<file path="config.mk">
export PLATFORM = sky130hd
export DESIGN_NAME = ptm_timer
export DESIGN_NICKNAME = d
export VERILOG_FILES = /design/src/logic/ptm_pkg.sv /design/src/logic/ptm_timer.sv
export VERILOG_INCLUDE_DIRS = /design/src /design/src/logic
export SDC_FILE = /design/constraint.sdc
export NUM_CORES = 1
export LEC_CHECK = 0
export BUFFER_PORTS_ARGS = -buffer_cell sky130_fd_sc_hd__clkbuf_2
export CAP_MARGIN = 40
export CELL_PAD_IN_SITES_DETAIL_PLACEMENT = 1
export CELL_PAD_IN_SITES_GLOBAL_PLACEMENT = 1
export CORE_UTILIZATION = 35
export CTS_BUF_LIST = sky130_fd_sc_hd__clkbuf_16
export DETAILED_ROUTE_END_ITERATION = 12
export PLACE_DENSITY_LB_ADDON = 0.1
export SYNTH_ARGS = -nofsm -noshare
export SYNTH_HDL_FRONTEND = slang
export SYNTH_SLANG_ARGS = --single-unit
</file>
<file path="constraint.sdc">
create_clock -name sys_clk -period 6.6 [get_ports sys_clk]
set_input_delay 0.66 -clock sys_clk [delete_from_list [all_inputs] [get_ports sys_clk]]
set_output_delay 0.66 -clock sys_clk [all_outputs]
set_load 0.05 [all_outputs]
</file>
<file path="src/logic/ptm_params.svh">
// Register offsets, field positions, reset values and sizes for the timer.
// Included by the package and the timer module; definitions only.
`ifndef PTM_PARAMS_SVH
`define PTM_PARAMS_SVH

`define PTM_OFS_CTRL0     8'h00
`define PTM_OFS_MODE      8'h04
`define PTM_OFS_CNT_LO    8'h08
`define PTM_OFS_CNT_HI    8'h0c
`define PTM_OFS_CMPA_LO   8'h10
`define PTM_OFS_CMPA_HI   8'h14
`define PTM_OFS_PER_LO    8'h18
`define PTM_OFS_PER_HI    8'h1c

`define PTM_CTRL0_ON_BIT  3
`define PTM_MODE_SEL_HI   7
`define PTM_MODE_SEL_LO   6
`define PTM_PIN_SEL_HI    5
`define PTM_PIN_SEL_LO    4
`define PTM_LVL_BIT       3
`define PTM_INV_BIT       2
`define PTM_CAPSRC_BIT    1
`define PTM_CLRSRC_BIT    0

`define PTM_RESET_BYTE    8'h00
`define PTM_CNT_W         10

`endif

</file>
<file path="src/logic/ptm_pkg.sv">
// Types shared by the periodic timer files.
// Assumes ptm_params.svh is on the include path.
`include "ptm_params.svh"

package ptm_pkg;
    typedef enum logic [1:0] {
        PTM_MODE_CMP = 2'h0,
        PTM_MODE_CAP = 2'h1,
        PTM_MODE_PWM = 2'h2,
        PTM_MODE_TMR = 2'h3
    } ptm_mode_t;

    typedef enum logic [2:0] {
        PTM_BUS_IDLE = 3'h1,
        PTM_BUS_WR = 3'h2,
        PTM_BUS_RD = 3'h4
    } ptm_bus_state_t;
endpackage : ptm_pkg

</file>
<file path="src/logic/ptm_timer.sv">
// Periodic 10-bit timer with mode control, count and compare registers,
// reached over an AHB-Lite slave. Assumes one clock, synchronous pins.
// Summary of operation
// - Mode field: 00 compare output, 01 capture, 10 PWM/pulse, 11 timer.
// - Timer mode: pin level undefined, pin controls have no effect.
// - Compare mode A match: 00 hold, 01 low, 10 high, 11 toggle.
// - PWM mode pin select: inactive, active, PWM, single pulse.
// - Capture pin select: rising, falling, both edges, disabled.
// - Requested level equal to current level gives no visible change.
// - Rising counter_on returns pin to its initial level.
// - Compare mode: level bit sets initial low or high.
// - PWM and pulse modes: level bit sets active level.
// - Single pulse: pin takes level bit on counter_on rise.
// - Invert bit inverts output pin in compare and PWM modes; when clear, pin passes through.
// - Capture source bit picks capture pin or external clock pin.
// - Clear source 1: A match clears counter.
// - Clear source 0: P match clears; overflow only if period zero.
// - Clear source ignored in PWM, pulse and capture modes.
// - Count readable as low byte and two high bits; rest zero.
// - Compare A 10-bit read/write as low and high registers.
// - Period compare 10-bit read/write as low and high registers.
// - 10-bit up-counter compared against A and P values.
// - counter_on rise clears counter; fall stops and keeps count.
//
// The AHB-Lite interface to the registers and the register addresses are this design's own decisions.
`timescale 1ns/10ps
`include "ptm_params.svh"

module ptm_timer
    import ptm_pkg::*;
#(
    parameter int CNT_W = `PTM_CNT_W
) (
    input wire logic sys_clk,
    input wire logic rst_b,
    input wire logic hsel,
    input wire logic [31:0] haddr,
    input wire logic [1:0] htrans,
    input wire logic hwrite,
    input wire logic [2:0] hsize,
    input wire logic [31:0] hwdata,
    input wire logic hready,
    output logic [31:0] hrdata,
    output logic hreadyout,
    output logic hresp,
    input wire logic capture_input_pin,
    input wire logic external_clock_pin,
    output logic timer_output_pin
);

    // ------------------------------------------------------------
    // Bus slave
    // ------------------------------------------------------------
    logic [7:0] ctrl0_reg;
    logic [7:0] mode_reg;
    logic [CNT_W-1:0] cnt_reg;
    logic [CNT_W-1:0] cmpa_reg;
    logic [CNT_W-1:0] per_reg;
    logic [7:0] waddr_reg;
    logic wpend_reg;
    logic [31:0] hrdata_reg;
    logic [31:0] rd_next;
    logic [CNT_W-1:0] cap_val_reg;
    logic cap_pend_reg;

    wire logic take = hsel && hready && htrans[1];
    wire logic wr_now = wpend_reg;
    wire logic wr_ctrl0 = wr_now && waddr_reg == `PTM_OFS_CTRL0;
    wire logic wr_mode = wr_now && waddr_reg == `PTM_OFS_MODE;
    wire logic wr_a_lo = wr_now && waddr_reg == `PTM_OFS_CMPA_LO;
    wire logic wr_a_hi = wr_now && waddr_reg == `PTM_OFS_CMPA_HI;
    wire logic wr_p_lo = wr_now && waddr_reg == `PTM_OFS_PER_LO;
    wire logic wr_p_hi = wr_now && waddr_reg == `PTM_OFS_PER_HI;

    // Read mux; unmapped addresses read zero, answer is still OKAY
    always_comb begin
        rd_next = 32'h0;
        unique case (haddr[7:0])
            `PTM_OFS_CTRL0: rd_next = {24'h0, ctrl0_reg};
            `PTM_OFS_MODE: rd_next = {24'h0, mode_reg};
            `PTM_OFS_CNT_LO: rd_next = {24'h0, cnt_reg[7:0]};
            `PTM_OFS_CNT_HI: rd_next = {30'h0, cnt_reg[9:8]};
            `PTM_OFS_CMPA_LO: rd_next = {24'h0, cmpa_reg[7:0]};
            `PTM_OFS_CMPA_HI: rd_next = {30'h0, cmpa_reg[9:8]};
            `PTM_OFS_PER_LO: rd_next = {24'h0, per_reg[7:0]};
            `PTM_OFS_PER_HI: rd_next = {30'h0, per_reg[9:8]};
            default: rd_next = 32'h0;
        endcase
    end

    // Zero wait states: read data is registered during the address phase
    always_ff @(posedge sys_clk) begin
        if (!rst_b) begin
            wpend_reg <= 1'b0;
            waddr_reg <= 8'h00;
            hrdata_reg <= 32'h0;
        end else begin
            wpend_reg <= take && hwrite;
            if (take) begin
                waddr_reg <= haddr[7:0];
            end
            if (take && !hwrite) begin
                hrdata_reg <= rd_next;
            end
        end
    end

    assign hrdata = hrdata_reg;
    assign hreadyout = 1'b1;
    assign hresp = 1'b0;

    // ------------------------------------------------------------
    // Control and compare registers
    // ------------------------------------------------------------
    wire ptm_mode_t mode =
        ptm_mode_t'(mode_reg[`PTM_MODE_SEL_HI:`PTM_MODE_SEL_LO]);
    wire logic [1:0] pin_sel = mode_reg[`PTM_PIN_SEL_HI:`PTM_PIN_SEL_LO];
    wire logic lvl = mode_reg[`PTM_LVL_BIT];
    wire logic inv = mode_reg[`PTM_INV_BIT];
    wire logic cap_src = mode_reg[`PTM_CAPSRC_BIT];
    wire logic clr_src = mode_reg[`PTM_CLRSRC_BIT];
    wire logic on_bit = ctrl0_reg[`PTM_CTRL0_ON_BIT];
    wire logic pulse_mode = mode == PTM_MODE_PWM && pin_sel == 2'h3;

    logic on_d_reg;
    wire logic on_rise = on_bit && !on_d_reg;

    wire logic [CNT_W-1:0] cnt_max = '1;
    wire logic a_match = on_bit && cnt_reg == cmpa_reg;
    wire logic p_match = on_bit && cnt_reg == per_reg;
    wire logic ovf = on_bit && cnt_reg == cnt_max;

    // Single pulse ends on an A match, which clears counter_on itself
    wire logic pulse_end = pulse_mode && a_match;

    always_ff @(posedge sys_clk) begin
        if (!rst_b) begin
            ctrl0_reg <= `PTM_RESET_BYTE;
            mode_reg <= `PTM_RESET_BYTE;
            cmpa_reg <= '0;
            per_reg <= '0;
            on_d_reg <= 1'b0;
        end else begin
            on_d_reg <= on_bit;
            if (wr_ctrl0) begin
                ctrl0_reg <= {hwdata[7:3], 3'h0};
            end else if (pulse_end) begin
                ctrl0_reg[`PTM_CTRL0_ON_BIT] <= 1'b0;
            end
            if (wr_mode) begin
                mode_reg <= hwdata[7:0];
            end
            if (wr_a_lo) begin
                cmpa_reg[7:0] <= hwdata[7:0];
            end
            if (wr_a_hi) begin
                cmpa_reg[9:8] <= hwdata[1:0];
            end
            // Capture wins over a bus write to compare A in the same cycle
            if (cap_pend_reg) begin
                cmpa_reg <= cap_val_reg;
            end
            if (wr_p_lo) begin
                per_reg[7:0] <= hwdata[7:0];
            end
            if (wr_p_hi) begin
                per_reg[9:8] <= hwdata[1:0];
            end
        end
    end

    // ------------------------------------------------------------
    // Counter
    // ------------------------------------------------------------
    logic clr_cnt;
    always_comb begin
        clr_cnt = 1'b0;
        unique case (mode)
            PTM_MODE_CMP, PTM_MODE_TMR: begin
                if (clr_src) begin
                    clr_cnt = a_match;
                end else begin
                    clr_cnt = (per_reg != '0) ? p_match : ovf;
                end
            end
            // Clear source has no say here: P match clears, or overflow when period is zero
            PTM_MODE_CAP: clr_cnt = (per_reg != '0) ? p_match : ovf;
            PTM_MODE_PWM: clr_cnt = pulse_mode ? 1'b0 :
                ((per_reg != '0) ? p_match : ovf);
        endcase
    end

    // Capture edge detect on the selected source
    wire logic cap_in = cap_src ? external_clock_pin : capture_input_pin;
    logic cap_d_reg;
    wire logic cap_rise = cap_in && !cap_d_reg;
    wire logic cap_fall = !cap_in && cap_d_reg;
    logic cap_hit;
    always_comb begin
        cap_hit = 1'b0;
        unique case (pin_sel)
            2'h0: cap_hit = cap_rise;
            2'h1: cap_hit = cap_fall;
            2'h2: cap_hit = cap_rise || cap_fall;
            2'h3: cap_hit = 1'b0;
        endcase
    end
    wire logic do_cap = on_bit && mode == PTM_MODE_CAP && cap_hit;

    always_ff @(posedge sys_clk) begin
        if (!rst_b) begin
            cnt_reg <= '0;
            cap_d_reg <= 1'b0;
        end else begin
            cap_d_reg <= cap_in;
            if (on_rise) begin
                cnt_reg <= '0;
            end else if (on_bit && !pulse_end) begin
                cnt_reg <= clr_cnt ? '0 : cnt_reg + 1'b1;
            end
        end
    end

    // Captured count lands in compare A; a bus write in the same cycle loses
    always_ff @(posedge sys_clk) begin
        if (!rst_b) begin
            cap_val_reg <= '0;
        end else if (do_cap) begin
            cap_val_reg <= cnt_reg;
        end
    end

    // ------------------------------------------------------------
    // Output pin
    // ------------------------------------------------------------
    logic cmp_lvl_reg;
    logic cmp_lvl_next;
    always_comb begin
        cmp_lvl_next = cmp_lvl_reg;
        if (on_rise) begin
            cmp_lvl_next = lvl;
        end else if (a_match) begin
            unique case (pin_sel)
                2'h0: cmp_lvl_next = cmp_lvl_reg;
                2'h1: cmp_lvl_next = 1'b0;
                2'h2: cmp_lvl_next = 1'b1;
                2'h3: cmp_lvl_next = !cmp_lvl_reg;
            endcase
        end
    end

    logic pulse_lvl_reg;
    logic pulse_lvl_next;
    // Leading edge must show in the cycle after counter_on rises
    always_comb begin
        pulse_lvl_next = pulse_lvl_reg;
        if (on_rise) begin
            pulse_lvl_next = lvl;
        end else if (pulse_end || !on_bit) begin
            pulse_lvl_next = !lvl;
        end
    end
    wire logic pwm_active = cmpa_reg >= (per_reg == '0 ? 11'h400 :
        {1'b0, per_reg}) ? 1'b1 : cnt_reg < cmpa_reg;
    logic pwm_lvl;
    always_comb begin
        pwm_lvl = !lvl;
        unique case (pin_sel)
            2'h0: pwm_lvl = !lvl;
            2'h1: pwm_lvl = lvl;
            2'h2: pwm_lvl = pwm_active ? lvl : !lvl;
            2'h3: pwm_lvl = pulse_lvl_next;
        endcase
    end

    logic pin_raw;
    always_comb begin
        pin_raw = 1'b0;
        unique case (mode)
            PTM_MODE_CMP: pin_raw = cmp_lvl_next;
            PTM_MODE_PWM: pin_raw = pwm_lvl;
            PTM_MODE_CAP: pin_raw = 1'b0;
            // Pin is undefined here; held low and not inverted
            PTM_MODE_TMR: pin_raw = 1'b0;
        endcase
    end
    // Capture and timer modes have no output function: no inversion either
    wire logic pin_quiet = mode == PTM_MODE_TMR || mode == PTM_MODE_CAP;
    wire logic pin_next = pin_quiet ? 1'b0 : pin_raw ^ inv;

    always_ff @(posedge sys_clk) begin
        if (!rst_b) begin
            cmp_lvl_reg <= 1'b0;
            pulse_lvl_reg <= 1'b0;
            timer_output_pin <= 1'b0;
        end else begin
            cmp_lvl_reg <= cmp_lvl_next;
            pulse_lvl_reg <= pulse_lvl_next;
            timer_output_pin <= pin_next;
        end
    end

    // Compare A register takes the captured count two cycles after the edge
    always_ff @(posedge sys_clk) begin
        if (!rst_b) begin
            cap_pend_reg <= 1'b0;
        end else begin
            cap_pend_reg <= do_cap;
        end
    end

    // ------------------------------------------------------------
    // Checks
    // ------------------------------------------------------------
    property p_on_rise_clears;
        @(posedge sys_clk) disable iff (!rst_b)
        on_rise |=> cnt_reg == '0;
    endproperty
    a_on_rise_clears: assert property (p_on_rise_clears)
        else $error("counter not cleared by counter_on rise");

    property p_off_holds;
        @(posedge sys_clk) disable iff (!rst_b)
        !on_bit && !on_d_reg |=> $stable(cnt_reg);
    endproperty
    a_off_holds: assert property (p_off_holds)
        else $error("counter moved while off");

    property p_clr_a;
        @(posedge sys_clk) disable iff (!rst_b)
        mode == PTM_MODE_CMP && clr_src && a_match && !on_rise
        |=> cnt_reg == '0;
    endproperty
    a_clr_a: assert property (p_clr_a)
        else $error("A match did not clear counter");

    property p_clr_p;
        @(posedge sys_clk) disable iff (!rst_b)
        mode == PTM_MODE_CMP && !clr_src && per_reg != '0 && p_match
        && !on_rise |=> cnt_reg == '0;
    endproperty
    a_clr_p: assert property (p_clr_p)
        else $error("P match did not clear counter");

    property p_toggle;
        @(posedge sys_clk) disable iff (!rst_b)
        mode == PTM_MODE_CMP && pin_sel == 2'h3 && a_match && !on_rise
        |=> timer_output_pin != $past(timer_output_pin);
    endproperty
    a_toggle: assert property (p_toggle)
        else $error("pin did not toggle on A match");

    property p_init_lvl;
        @(posedge sys_clk) disable iff (!rst_b)
        mode == PTM_MODE_CMP && on_rise |=> timer_output_pin == (lvl ^ inv);
    endproperty
    a_init_lvl: assert property (p_init_lvl)
        else $error("pin not at initial level after on rise");

    property p_force_active;
        @(posedge sys_clk) disable iff (!rst_b)
        mode == PTM_MODE_PWM && pin_sel == 2'h1 ##1 $stable(mode_reg)
        |-> timer_output_pin == (lvl ^ inv);
    endproperty
    a_force_active: assert property (p_force_active)
        else $error("forced active level wrong");

    property p_cap_source;
        @(posedge sys_clk) disable iff (!rst_b)
        mode == PTM_MODE_CAP && on_bit && pin_sel == 2'h0 && !cap_src
        && $stable(mode_reg) && $rose(capture_input_pin) |=> cap_pend_reg;
    endproperty
    a_cap_source: assert property (p_cap_source)
        else $error("capture pin edge not taken");

    property p_pulse_start;
        @(posedge sys_clk) disable iff (!rst_b)
        pulse_mode && on_rise |=> timer_output_pin == (lvl ^ inv);
    endproperty
    a_pulse_start: assert property (p_pulse_start)
        else $error("single pulse did not start at level bit");

endmodule : ptm_timer

</file>
# Yosys cells after proc, flatten, opt, wreduce, memory -nomap -nowiden
# Cells that the tools add are included.
# Widths: inputs -> output; s select.
# totals
register_bits	100
input_bits	76
out_inout_bits	35
word_cells	112
# classes
add_sub_neg	1
order_cmp	2
n_eq_ne	21
mux	23
bitwise	2
n_reduce_logical	45
# op_table
op	count
$eq 8x5->1 const B	8
$pmux 8 s8	1
$logic_and 1x1->1	21
$eq 10x10->1	2
$mux 10	2
$eq 8x3->1 const B	2
$eq 8x4->1 const B	2
$logic_not 8->1	2
$mux 1	12
$pmux 1 s4	3
$ge 10x11->1	1
$mux 11	1
$add 10x1->10 const B	1
$eq 10x10->1 const B	1
$logic_not 10->1	1
$lt 10x10->1	1
$reduce_bool 10->1	1
$eq 2x2->1 const B	4
$logic_not 1->1	8
$mux 8	1
$reduce_or 2->1	4
$pmux 1 s3	2
$reduce_bool 2->1	3
$eq 2x1->1 const B	2
other kinds (5)	8

# Logic depth before layout (Yosys ltp)
# Gate-level depths: netlist of the first run.
# depth
word_depth	9
depth_mapped	10
depth_no_buf	8

# Least setup slack after synthesis of the first run
# OpenSTA, ideal clock, no wires.
# synth_timing
path_type	register -> register
from	reg cnt_reg[0]
to	reg cnt_reg[0]
setup_time_ps	140
arrival_time_ps	2181
setup_slack_ps	4278
path_stages_with_launch	10
path_cell_list	dfxtp_1 clkbuf_1 inv_1 ha_1 nand3_1 nor3_1 o221a_2 nand4_1 a2111oi_4 nor3_1
# synth_between
elab_chain_cells	6
# synth_lines
item	line_no	text
from (decl)	ptm_timer.sv:56	logic [CNT_W-1:0] cnt_reg;
from (signal assigned)	ptm_timer.sv:219	cnt_reg <= clr_cnt ? '0 : cnt_reg + 1'b1;
$eq 10x10->1, on equally long branches	ptm_timer.sv:131, ptm_timer.sv:130	
$logic_and 1x1->1, on equally long branches	ptm_timer.sv:131, ptm_timer.sv:130	
$mux 1	ptm_timer.sv:183, ptm_timer.sv:187, ptm_timer.sv:189	
$mux 1, on equally long branches	ptm_timer.sv:188, ptm_timer.sv:180	
$pmux 1 s3	ptm_timer.sv:178	unique case (mode)
$mux 10	ptm_timer.sv:219	
# Several ways; a longest one is shown, not always the timed one.
# A chain may end at the register's enable or synchronous reset.

# Worst setup path after layout of the first run
# layout_timing
from	reg cmpa_reg[5]
to	reg cnt_reg[6]
# layout_between
elab_chain_cells	5
# layout_lines
item	line_no	text
from (decl)	ptm_timer.sv:57	logic [CNT_W-1:0] cmpa_reg;
from (signal assigned)	ptm_timer.sv:154	cmpa_reg[7:0] <= hwdata[7:0];
from (signal assigned)	ptm_timer.sv:161	cmpa_reg <= cap_val_reg;
$eq 10x10->1 *	ptm_timer.sv:129	wire logic a_match = on_bit && cnt_reg == cmpa_reg;
$logic_and 1x1->1 *	ptm_timer.sv:129	
$mux 1 / $logic_and 1x1->1 (equally long branches)	ptm_timer.sv:180, ptm_timer.sv:134	
$pmux 1 s3 / $logic_not 1->1 (equally long branches)	ptm_timer.sv:178, ptm_timer.sv:218	
$mux 10 / $logic_and 1x1->1 (equally long branches)	ptm_timer.sv:219, ptm_timer.sv:218	
# Every way passes the cells marked *; elsewhere a longest branch is shown, timed or not.

==> results.yml, run 1 <==
status:
  status: "finished clean"
drt:
  wirelength_um: 13760
  via_per_inst: 5.250
  wl_per_cell_um: 18.79
  dr.first_iter.drc_count: 170
  dr.pass1.iters: 4
  drc: 0
  antenna_left: 0
  via_count: 3843
setup_path:
  r2r-start: "cmpa_reg[5]"
  cp-start-kind: "flop"
  rrSetupSlack_ns: 3.70
  worstPathRequired_ns: 6.81
  worst_setup_path_end_kind: "flop"
  worst_ep_arrival_time_ns: 3.10
  crit_type: "flop to flop"
  crit_fanout: 10
  reg2reg_depth: 8
  timing.rr.end: "cnt_reg[6]"
synthesis:
  synth_cell_types: 58
  synth_cells: 540
  yosys_warnings: 0
  synth_edf_count: 0
  seq_area_frac_synth: 0.3313
  avgSynthCellArea_um2: 8.504
  synth_ff_type: "dfxtp_1"
  async_flop_share: 0
  ys_top_cells_by_area: "dfxtp_1, mux2i_1, ha_1"
  synth_top_cell_area_share: 0.3313
  synth_top_area_cell: "dfxtp_1"
  netlist_area_um2: 4592
  postSynthRegisterBits: 76
cells_and_area:
  drive_gt1_frac: 0.1250
  utilization: 0.4006
  area_growth_syn_to_layout_pct: 10.98
  num_antenna_cells: 0
  fin_nets: 659
clock_tree:
  clk_pin_slew_ns: 0.06
  cts_tree: "built"
  holdBufCountCts: 0
  clock_latency_ns: 0.35
  cts_max_level: 3
  root_buffer: "clkbuf_16"
  clockBufferDepth: 2
  cts_setup_buffers: 0
  cts_num_sinks: 76
  cts_buffers: 9
  cts-resized-gates: 0
power_and_ir_drop:
  power.leakage_uw: 0.002072
  p_per_area_nw_per_um2: 212.9
  vdd_drop_max_uv: 79.06
  power.total_uw: 1085
timing:
  worst_pin_slew_ns: 0.8762
  slew_violations: 0
  clock_skew_ns: 0.009608
  fin_tns_setup_ns: 0
  period_share: 0.4388
  hold_viol_final: 0
  relSlewSlack: 0.4137
  min_period_ns: 2.896
  finalSetupViolCount: 0
  rsz0062_at_grt: "no"
  setup_slack_ns: 3.704
  max_freq_mhz: 345.3
grt:
  antenna_found_initial: 0
  grt_pass1_vias: 3872
  grt-ovfl-total: 0
  grt_start_max_net_pins: 63
  track_usage: 0.2198
  grt_pass1_wl_um: 21620
place:
  port_buffers: 32
  hpwl_um: 10230
  gp_congestion: 0.8630
  post-place-ws_ns: 3.679
hold_path:
  hold_depth: 2
  worstHoldStart: "waddr_reg[6]"
  holdPathEnd: "waddr_reg[6]"
  hold_path_class: "flop to flop"
job:
  drv_cap: 0
die:
  die_x_um: 116.5
  std_cell_rows: 41
  chipHeight_um: 116.5
  start_util: 0.3609
  die_area_um2: 13580
  core_um2: 12720
  io_pins: 111
stage by stage:
step           instance area (um2)  hold slack, ns  std cells
2_1_floorplan                 4682          0.4365        564
3_3_place_gp                  4761          0.4446        715
3_5_place_dp                  4781          0.4665        717
4_1_cts                       5096          0.4748        732
5_1_grt                       5096          0.5036        732
6_report                      5096          0.4683        732
cells by family (layout without fill, tap and decap cells):
| group | after synthesis | in the layout | share of synthesized area |
|---|---|---|---|
| AO/OA/AOI/OAI | 97 | 97 | 0.1490 |
| XOR/XNOR | 12 | 12 | 0.02289 |
| adder cells (fa/ha/maj) | 27 | 27 | 0.07357 |
| buffers and inverters | 90 | 86 | 0.09645 |
| flip-flops | 76 | 76 | 0.3313 |
| multiplexers | 59 | 59 | 0.1357 |
| other | 2 | 26 | 0.001635 |
| AND/OR/NAND/NOR | 177 | 177 | 0.1894 |
how the worst max path moves through the flow:
stage                           to  cells past startpoint  slack, ns                from
global route            cnt_reg[4]                      6       3.46          cnt_reg[3]
detailed placement      cnt_reg[6]                      6       3.68          cnt_reg[3]
global placement    cap_val_reg[4]                      9       3.67  external_clock_pin
floorplan               cnt_reg[0]                      9       4.28          cnt_reg[0]
finish                  cnt_reg[6]                      8       3.70         cmpa_reg[5]
CTS                     cnt_reg[1]                      6       3.64          cnt_reg[3]
per-layer routing:
metal  routed length [um]  vias to the layer above  track usage
met5                    0                        -            0
met4                  331                        0      0.09114
met3                  404                       17      0.03062
met2                 6236                       62       0.3503
met1                 6782                     1877       0.2980
li1                     -                     1887            -
critical path: stages, from the launching register on:
cell	delay (ns)
dfxtp_1	0.44
inv_1	0.07
ha_1	0.32
nand4_1	0.35
nor3_1	0.37
o221a_2	0.27
nand4_1	0.14
a2111oi_4	0.68
nor3_1	0.11
cells in the final DEF (no fill, tap or decap), types with 4 or more instances in the layout:
cell type / n
nor4_1: 6
nand2_1: 39
conb_1: 26
mux2_2: 6
a22oi_1: 8
nor3_1: 16
nand4_1: 5
clkbuf_16: 9
nor2_1: 63
o21ai_0: 22
clkbuf_2: 32
nand2b_1: 5
mux2i_1: 51
xor2_1: 5
dfxtp_1: 76
a31oi_1: 4
a21oi_1: 16
a32oi_1: 4
xnor2_1: 7
and3_1: 5
inv_1: 33
and2_1: 5
a211oi_1: 18
ha_1: 27
nand3_1: 12
cell type report:
type / count / area, um2
fill: 1550 / 7626
clock inverter: 6 / 90.09
clock buffer: 9 / 225.2
multi-input combinational: 398 / 2718
inverter: 35 / 131.4
sequential: 76 / 1521
tap: 172 / 215.2
timing repair buffer: 36 / 195.2
synthesized netlist by cell type, types with 4 or more instances:
master,instances
a211oi_1,18
xnor2_1,7
nor3_1,16
a21oi_1,16
buf_4,27
mux2_2,6
and2_1,5
a22oi_1,8
dfxtp_1,76
clkbuf_1,24
ha_1,27
inv_1,33
nand3_1,12
nand2b_1,5
and3_1,5
nor4_1,6
o21ai_0,22
nor2_1,63
xor2_1,5
mux2i_1,51
nand2_1,39
a31oi_1,4
a32oi_1,4
nand4_1,5
where the power goes:
part	internal (uW)	total (uW)	switching, uW
registers	463	467	3.87
logic	15.1	82.0	66.9
clock network	330	536	206
Note: power is estimated with default switching activity, not from simulation.
==> run 2: changes to the inputs <==
- clock period: 6.6 -> 2.7 ns (I/O delays scaled with it)
==> run 2 against run 1 <==
Against the previous run:
- total power is 130% higher
- worst setup slack worse by 3.5 ns
- sequential power is 140% higher
- die area stayed put
- count of clock-buffer cells in the layout stayed put
==> results.yml, run 2 (same netlist as run 1, synthesis figures left out) <==
timing:
  hold_viol_final: 0
  min_period_ns: 2.479
  period_share: 0.9182
  worst_pin_slew_ns: 0.8648
  max_freq_mhz: 403.4
  fin_tns_setup_ns: 0
  clock_skew_ns: 0.009056
  relSlewSlack: 0.4214
  rsz0062_at_grt: "no"
  finalSetupViolCount: 0
  slew_violations: 0
place:
  gp_congestion: 0.8060
  placedCellCount: 747
  postPlaceCellArea_um2: 5014
  port_buffers: 32
  hpwl_um: 10740
job:
  drv_cap: 0
setup_path:
  worst_setup_path_end_kind: "flop"
  worstPathRequired_ns: 2.91
  worstSetupStartpoint: "cmpa_reg[9]"
  cp-start-kind: "flop"
  reg2reg_depth: 9
  r2r-start: "cmpa_reg[9]"
  timing.rr.end: "cnt_reg[5]"
  crit_type: "flop to flop"
  rrSetupSlack_ns: 0.22
  worst_ep_arrival_time_ns: 2.68
  crit_fanout: 10
power_and_ir_drop:
  vdd_drop_max_uv: 306.1
  power.leakage_uw: 0.002235
  p_per_area_nw_per_um2: 479.4
  power.total_uw: 2545
drt:
  via_count: 3991
  wirelength_um: 13850
  dr.first_iter.drc_count: 195
  wl_per_cell_um: 18.15
  antenna_left: 0
  dr.pass1.iters: 5
  drc: 0
  via_per_inst: 5.231
grt:
  grt_start_max_net_pins: 37
  track_usage: 0.2219
  grt-ovfl-total: 0
  antenna_found_initial: 0
  grt_pass1_wl_um: 22010
  grt_pass1_vias: 3985
cells_and_area:
  mostFrequentLayoutCells: "dfxtp_1, nor2_1, mux2i_1"
  area_growth_syn_to_layout_pct: 15.64
  num_antenna_cells: 0
  final_cells: 763
  drive_gt1_frac: 0.1709
  final_common_cell: "dfxtp_1"
  stdcell_area_um2: 5310
  fin_nets: 689
die:
  core_um2: 12720
  start_util: 0.3609
  std_cell_rows: 41
  die_area_um2: 13580
  die_x_um: 116.5
  chipHeight_um: 116.5
  io_pins: 111
hold_path:
  worstHoldStart: "haddr[7]"
  holdPathEnd: "waddr_reg[7]"
  hold_depth: 3
  hold_path_class: "input port to flop"
clock_tree:
  cts_tree: "built"
  cts_setup_buffers: 0
  root_buffer: "clkbuf_16"
  clock_latency_ns: 0.34
  clk_pin_slew_ns: 0.06
  cts_buffers: 9
  cts_num_sinks: 76
  clockBufferDepth: 2
  cts_max_level: 3
status:
  status: "finished clean"
[run 2: how the worst max path moves through the flow]
stage / to / slack, ns
after floorplan: cnt_reg[0] / 0.38
after global placement: cnt_reg[5] / 0.21
after detailed placement: cnt_reg[5] / 0.16
after CTS: cnt_reg[5] / 0.14
after global routing: timer_output_pin / 0.02
final: cnt_reg[5] / 0.22
[run 2: power breakdown]
group | internal [uW] | switching (uW)
clock | 712 | 487
sequential | 1130 | 8.79
combinational | 40.3 | 165
total | 1880 | 661
[run 2: per-stage QoR]
step / utilization / hold slack (ns) / worst slack (ns)
final: 0.4174 / 0.1704 / 0.2208
after global routing: 0.4174 / 0.1722 / 0.02140
after CTS: 0.4170 / 0.1586 / 0.1434
after detailed placement: 0.3941 / 0.4502 / 0.1634
after global placement: 0.3925 / 0.4447 / 0.2111
after floorplan: - / 0.3917 / 0.3783
[run 2: area by class of cell]
| cell class | count | area [um2] |
|---|---|---|
| Fill cell | 1568 | 7412 |
| Tap cell | 172 | 215.2 |
| Sequential cell | 76 | 1521 |
| Clock inverter | 7 | 66.31 |
| Clock buffer | 9 | 225.2 |
| Multi-Input combinational cell | 398 | 2723 |
| Timing Repair Buffer | 66 | 427.9 |
| Inverter | 35 | 131.4 |
[run 2: critical path: stages, from the launching register on]
cell,delay [ns]
dfxtp_1,0.43
inv_1,0.07
ha_1,0.32
nand4_2,0.23
nor3_2,0.29
o221a_2,0.24
nand4_1,0.15
a2111oi_4,0.31
buf_4,0.22
nor3_1,0.07
[run 2: routing by layer]
| layer | track usage | vias to the layer above | part of all wire |
|---|---|---|---|
| li1 | - | 1945 | - |
| met5 | 0 | - | 0 |
| met1 | 0.2967 | 1978 | 0.49 |
| met2 | 0.3633 | 54 | 0.47 |
| met3 | 0.03944 | 14 | 0.029 |
| met4 | 0.06835 | 0 | 0.013 |
[run 2: timing repair]
action | CTS | global route
setup endpoints to repair | 0 | 4
gates resized for setup | 0 | 1
hold buffers | 0 | 0
==> run 3: changes to the inputs <==
- SETUP_SLACK_MARGIN: unset -> 0.4
- TNS_END_PERCENT: unset -> 30
==> run 3 against run 2 <==
Against the previous run:
- fmax up 9.5%
- die area unchanged
- design area up 4.5%
- routed wire length up 4.4%
- highest routed layer unchanged
- count of clock-buffer cells in the layout unchanged
- critical path type unchanged
- sequential cell count unchanged
- non-clock buffer count up 6
- via count down 0.28%
- hold slack worse by 0.016 ns
- sequential power about the same
- sequential share of layout area down 1.0 points
- register-to-register slack better by 0.22 ns
==> results.yml, run 3 (same netlist as run 1, synthesis figures left out) <==
status:
  status: "finished clean"
drt:
  wl_per_cell_um: 18.82
  wirelength_um: 14460
  antenna_left: 0
  drc: 0
  via_per_inst: 5.182
  dr.pass1.iters: 4
  dr.first_iter.drc_count: 201
  via_count: 3980
setup_path:
  cp-start-kind: "flop"
  cp_slowest_stage_delay_ns: 0.35
  worst_setup_path_end_kind: "flop"
  reg2reg_depth: 10
  worst_ep_arrival_time_ns: 2.49
  timing.rr.end: "cnt_reg[3]"
  crit_slowest_cell: "dfxtp_2"
  rrSetupSlack_ns: 0.44
  crit_family: "compound AO/OA/AOI/OAI gates"
  worstPathRequired_ns: 2.93
  path_cells: "inv_2 > ha_4 > nand4_1 > buf_6 > nor3_4 > o221a_2 > nand4_1 > a2111oi_4 > buf_4 > nor3_1"
  crit_fanout: 7
  crit_top_cell: "nand4_1"
  r2r-start: "cmpa_reg[4]"
  critPathBufInv: 3
  crit_type: "flop to flop"
die:
  chipHeight_um: 116.5
  start_util: 0.3609
  core_um2: 12720
  die_x_um: 116.5
  die_area_um2: 13580
  std_cell_rows: 41
  io_pins: 111
timing:
  clock_skew_ns: 0.008453
  slew_violations: 0
  relSlewSlack: 0.5690
  worst_pin_slew_ns: 0.6425
  hold_viol_final: 0
  min_period_ns: 2.263
  period_share: 0.8382
  fin_tns_setup_ns: 0
  max_freq_mhz: 441.9
  rsz0062_at_grt: "yes"
  hold_slack_ns: 0.1548
  finalSetupViolCount: 0
cells_and_area:
  num_antenna_cells: 0
  multiInputGateArea_um2: 2915
  fill_cells: 1556
  fin_nets: 695
  drive_gt1_frac: 0.2265
  mostFrequentLayoutCells: "dfxtp_1, nor2_1, mux2i_1"
  regArea_um2: 1533
  area_growth_syn_to_layout_pct: 20.79
  final_common_cell: "dfxtp_1"
  stdcell_area_um2: 5547
clock_tree:
  clockBufferDepth: 2
  cts_num_sinks: 76
  clock_latency_ns: 0.35
  cts_max_level: 3
  cts_tree: "built"
  root_buffer: "clkbuf_16"
  cts_buffers: 9
  clk_pin_slew_ns: 0.06
job:
  drv_cap: 0
place:
  postPlaceCellArea_um2: 5034
  port_buffers: 32
  gp_congestion: 0.8251
  hpwl_um: 10830
grt:
  grt_start_max_net_pins: 35
  track_usage: 0.2260
  grt_pass1_vias: 3940
  grt_pass1_wl_um: 22450
  antenna_found_initial: 0
  grt-ovfl-total: 0
hold_path:
  hold_depth: 3
  hold_path_class: "input port to flop"
  holdPathEnd: "waddr_reg[0]"
  worstHoldStart: "haddr[0]"
power_and_ir_drop:
  power.leakage_uw: 0.002279
  p_per_area_nw_per_um2: 443.6
  vdd_drop_max_uv: 258.4
[run 3: tightest hold or removal path, cell delays in order]
cell      delay (ns)
clkbuf_2        0.09
nand2_1         0.05
a21oi_1         0.05
[run 3: metrics by stage]
step / util / worst slack, ns / power (uW) / std cells
floorplan: - / 0.3797 / 1342 / 564
global placement: 0.3941 / 0.2843 / 1366 / 747
detailed placement: 0.3957 / 0.2286 / 1373 / 748
CTS: 0.4191 / 0.3968 / 2489 / 763
global route: 0.4360 / 0.3358 / 2555 / 768
finish: 0.4360 / 0.4368 / 2460 / 768
[run 3: area by class of cell]
class                   instances  share of cell area
clock buffers                   9             0.04060
multi-input cells             398              0.5256
flip-flops and latches         76              0.2763
clock inverters                 6            0.006091
repair buffers                 72             0.08888
inverters                      35             0.02369
well taps                     172             0.03880
[run 3: what timing repair did]
action | in CTS | in global routing
buffers inserted | 0 | 5
hold buffers | 0 | 0
endpoints found under the setup margin | 11 | 14
pin swaps | 1 | 13
resized for setup | 7 | 32
[run 3: report_power, final]
part	switching (uW)	internal [uW]
Clock	500	609
Sequential	8.52	1130
Combinational	167	43.5
Total	676	1780
[run 3: worst max-delay path by stage]
stage	start	to	slack, ns	cells past startpoint
2_1_floorplan	cnt_reg[0]	timer_output_pin	0.38	9
3_3_place_gp	cmpa_reg[7]	timer_output_pin	0.28	9
3_5_place_dp	cmpa_reg[7]	timer_output_pin	0.23	9
4_1_cts	cmpa_reg[7]	timer_output_pin	0.40	9
5_1_grt	cmpa_reg[7]	timer_output_pin	0.34	9
6_report	cmpa_reg[4]	cnt_reg[3]	0.44	10
[run 3: layer usage]
layer,global-route usage,up-vias,part of all wire
li1,-,1954,-
met1,0.3085,1945,0.49
met2,0.3629,63,0.47
met3,0.03633,18,0.026
met4,0.07342,0,0.021
met5,0,-,0
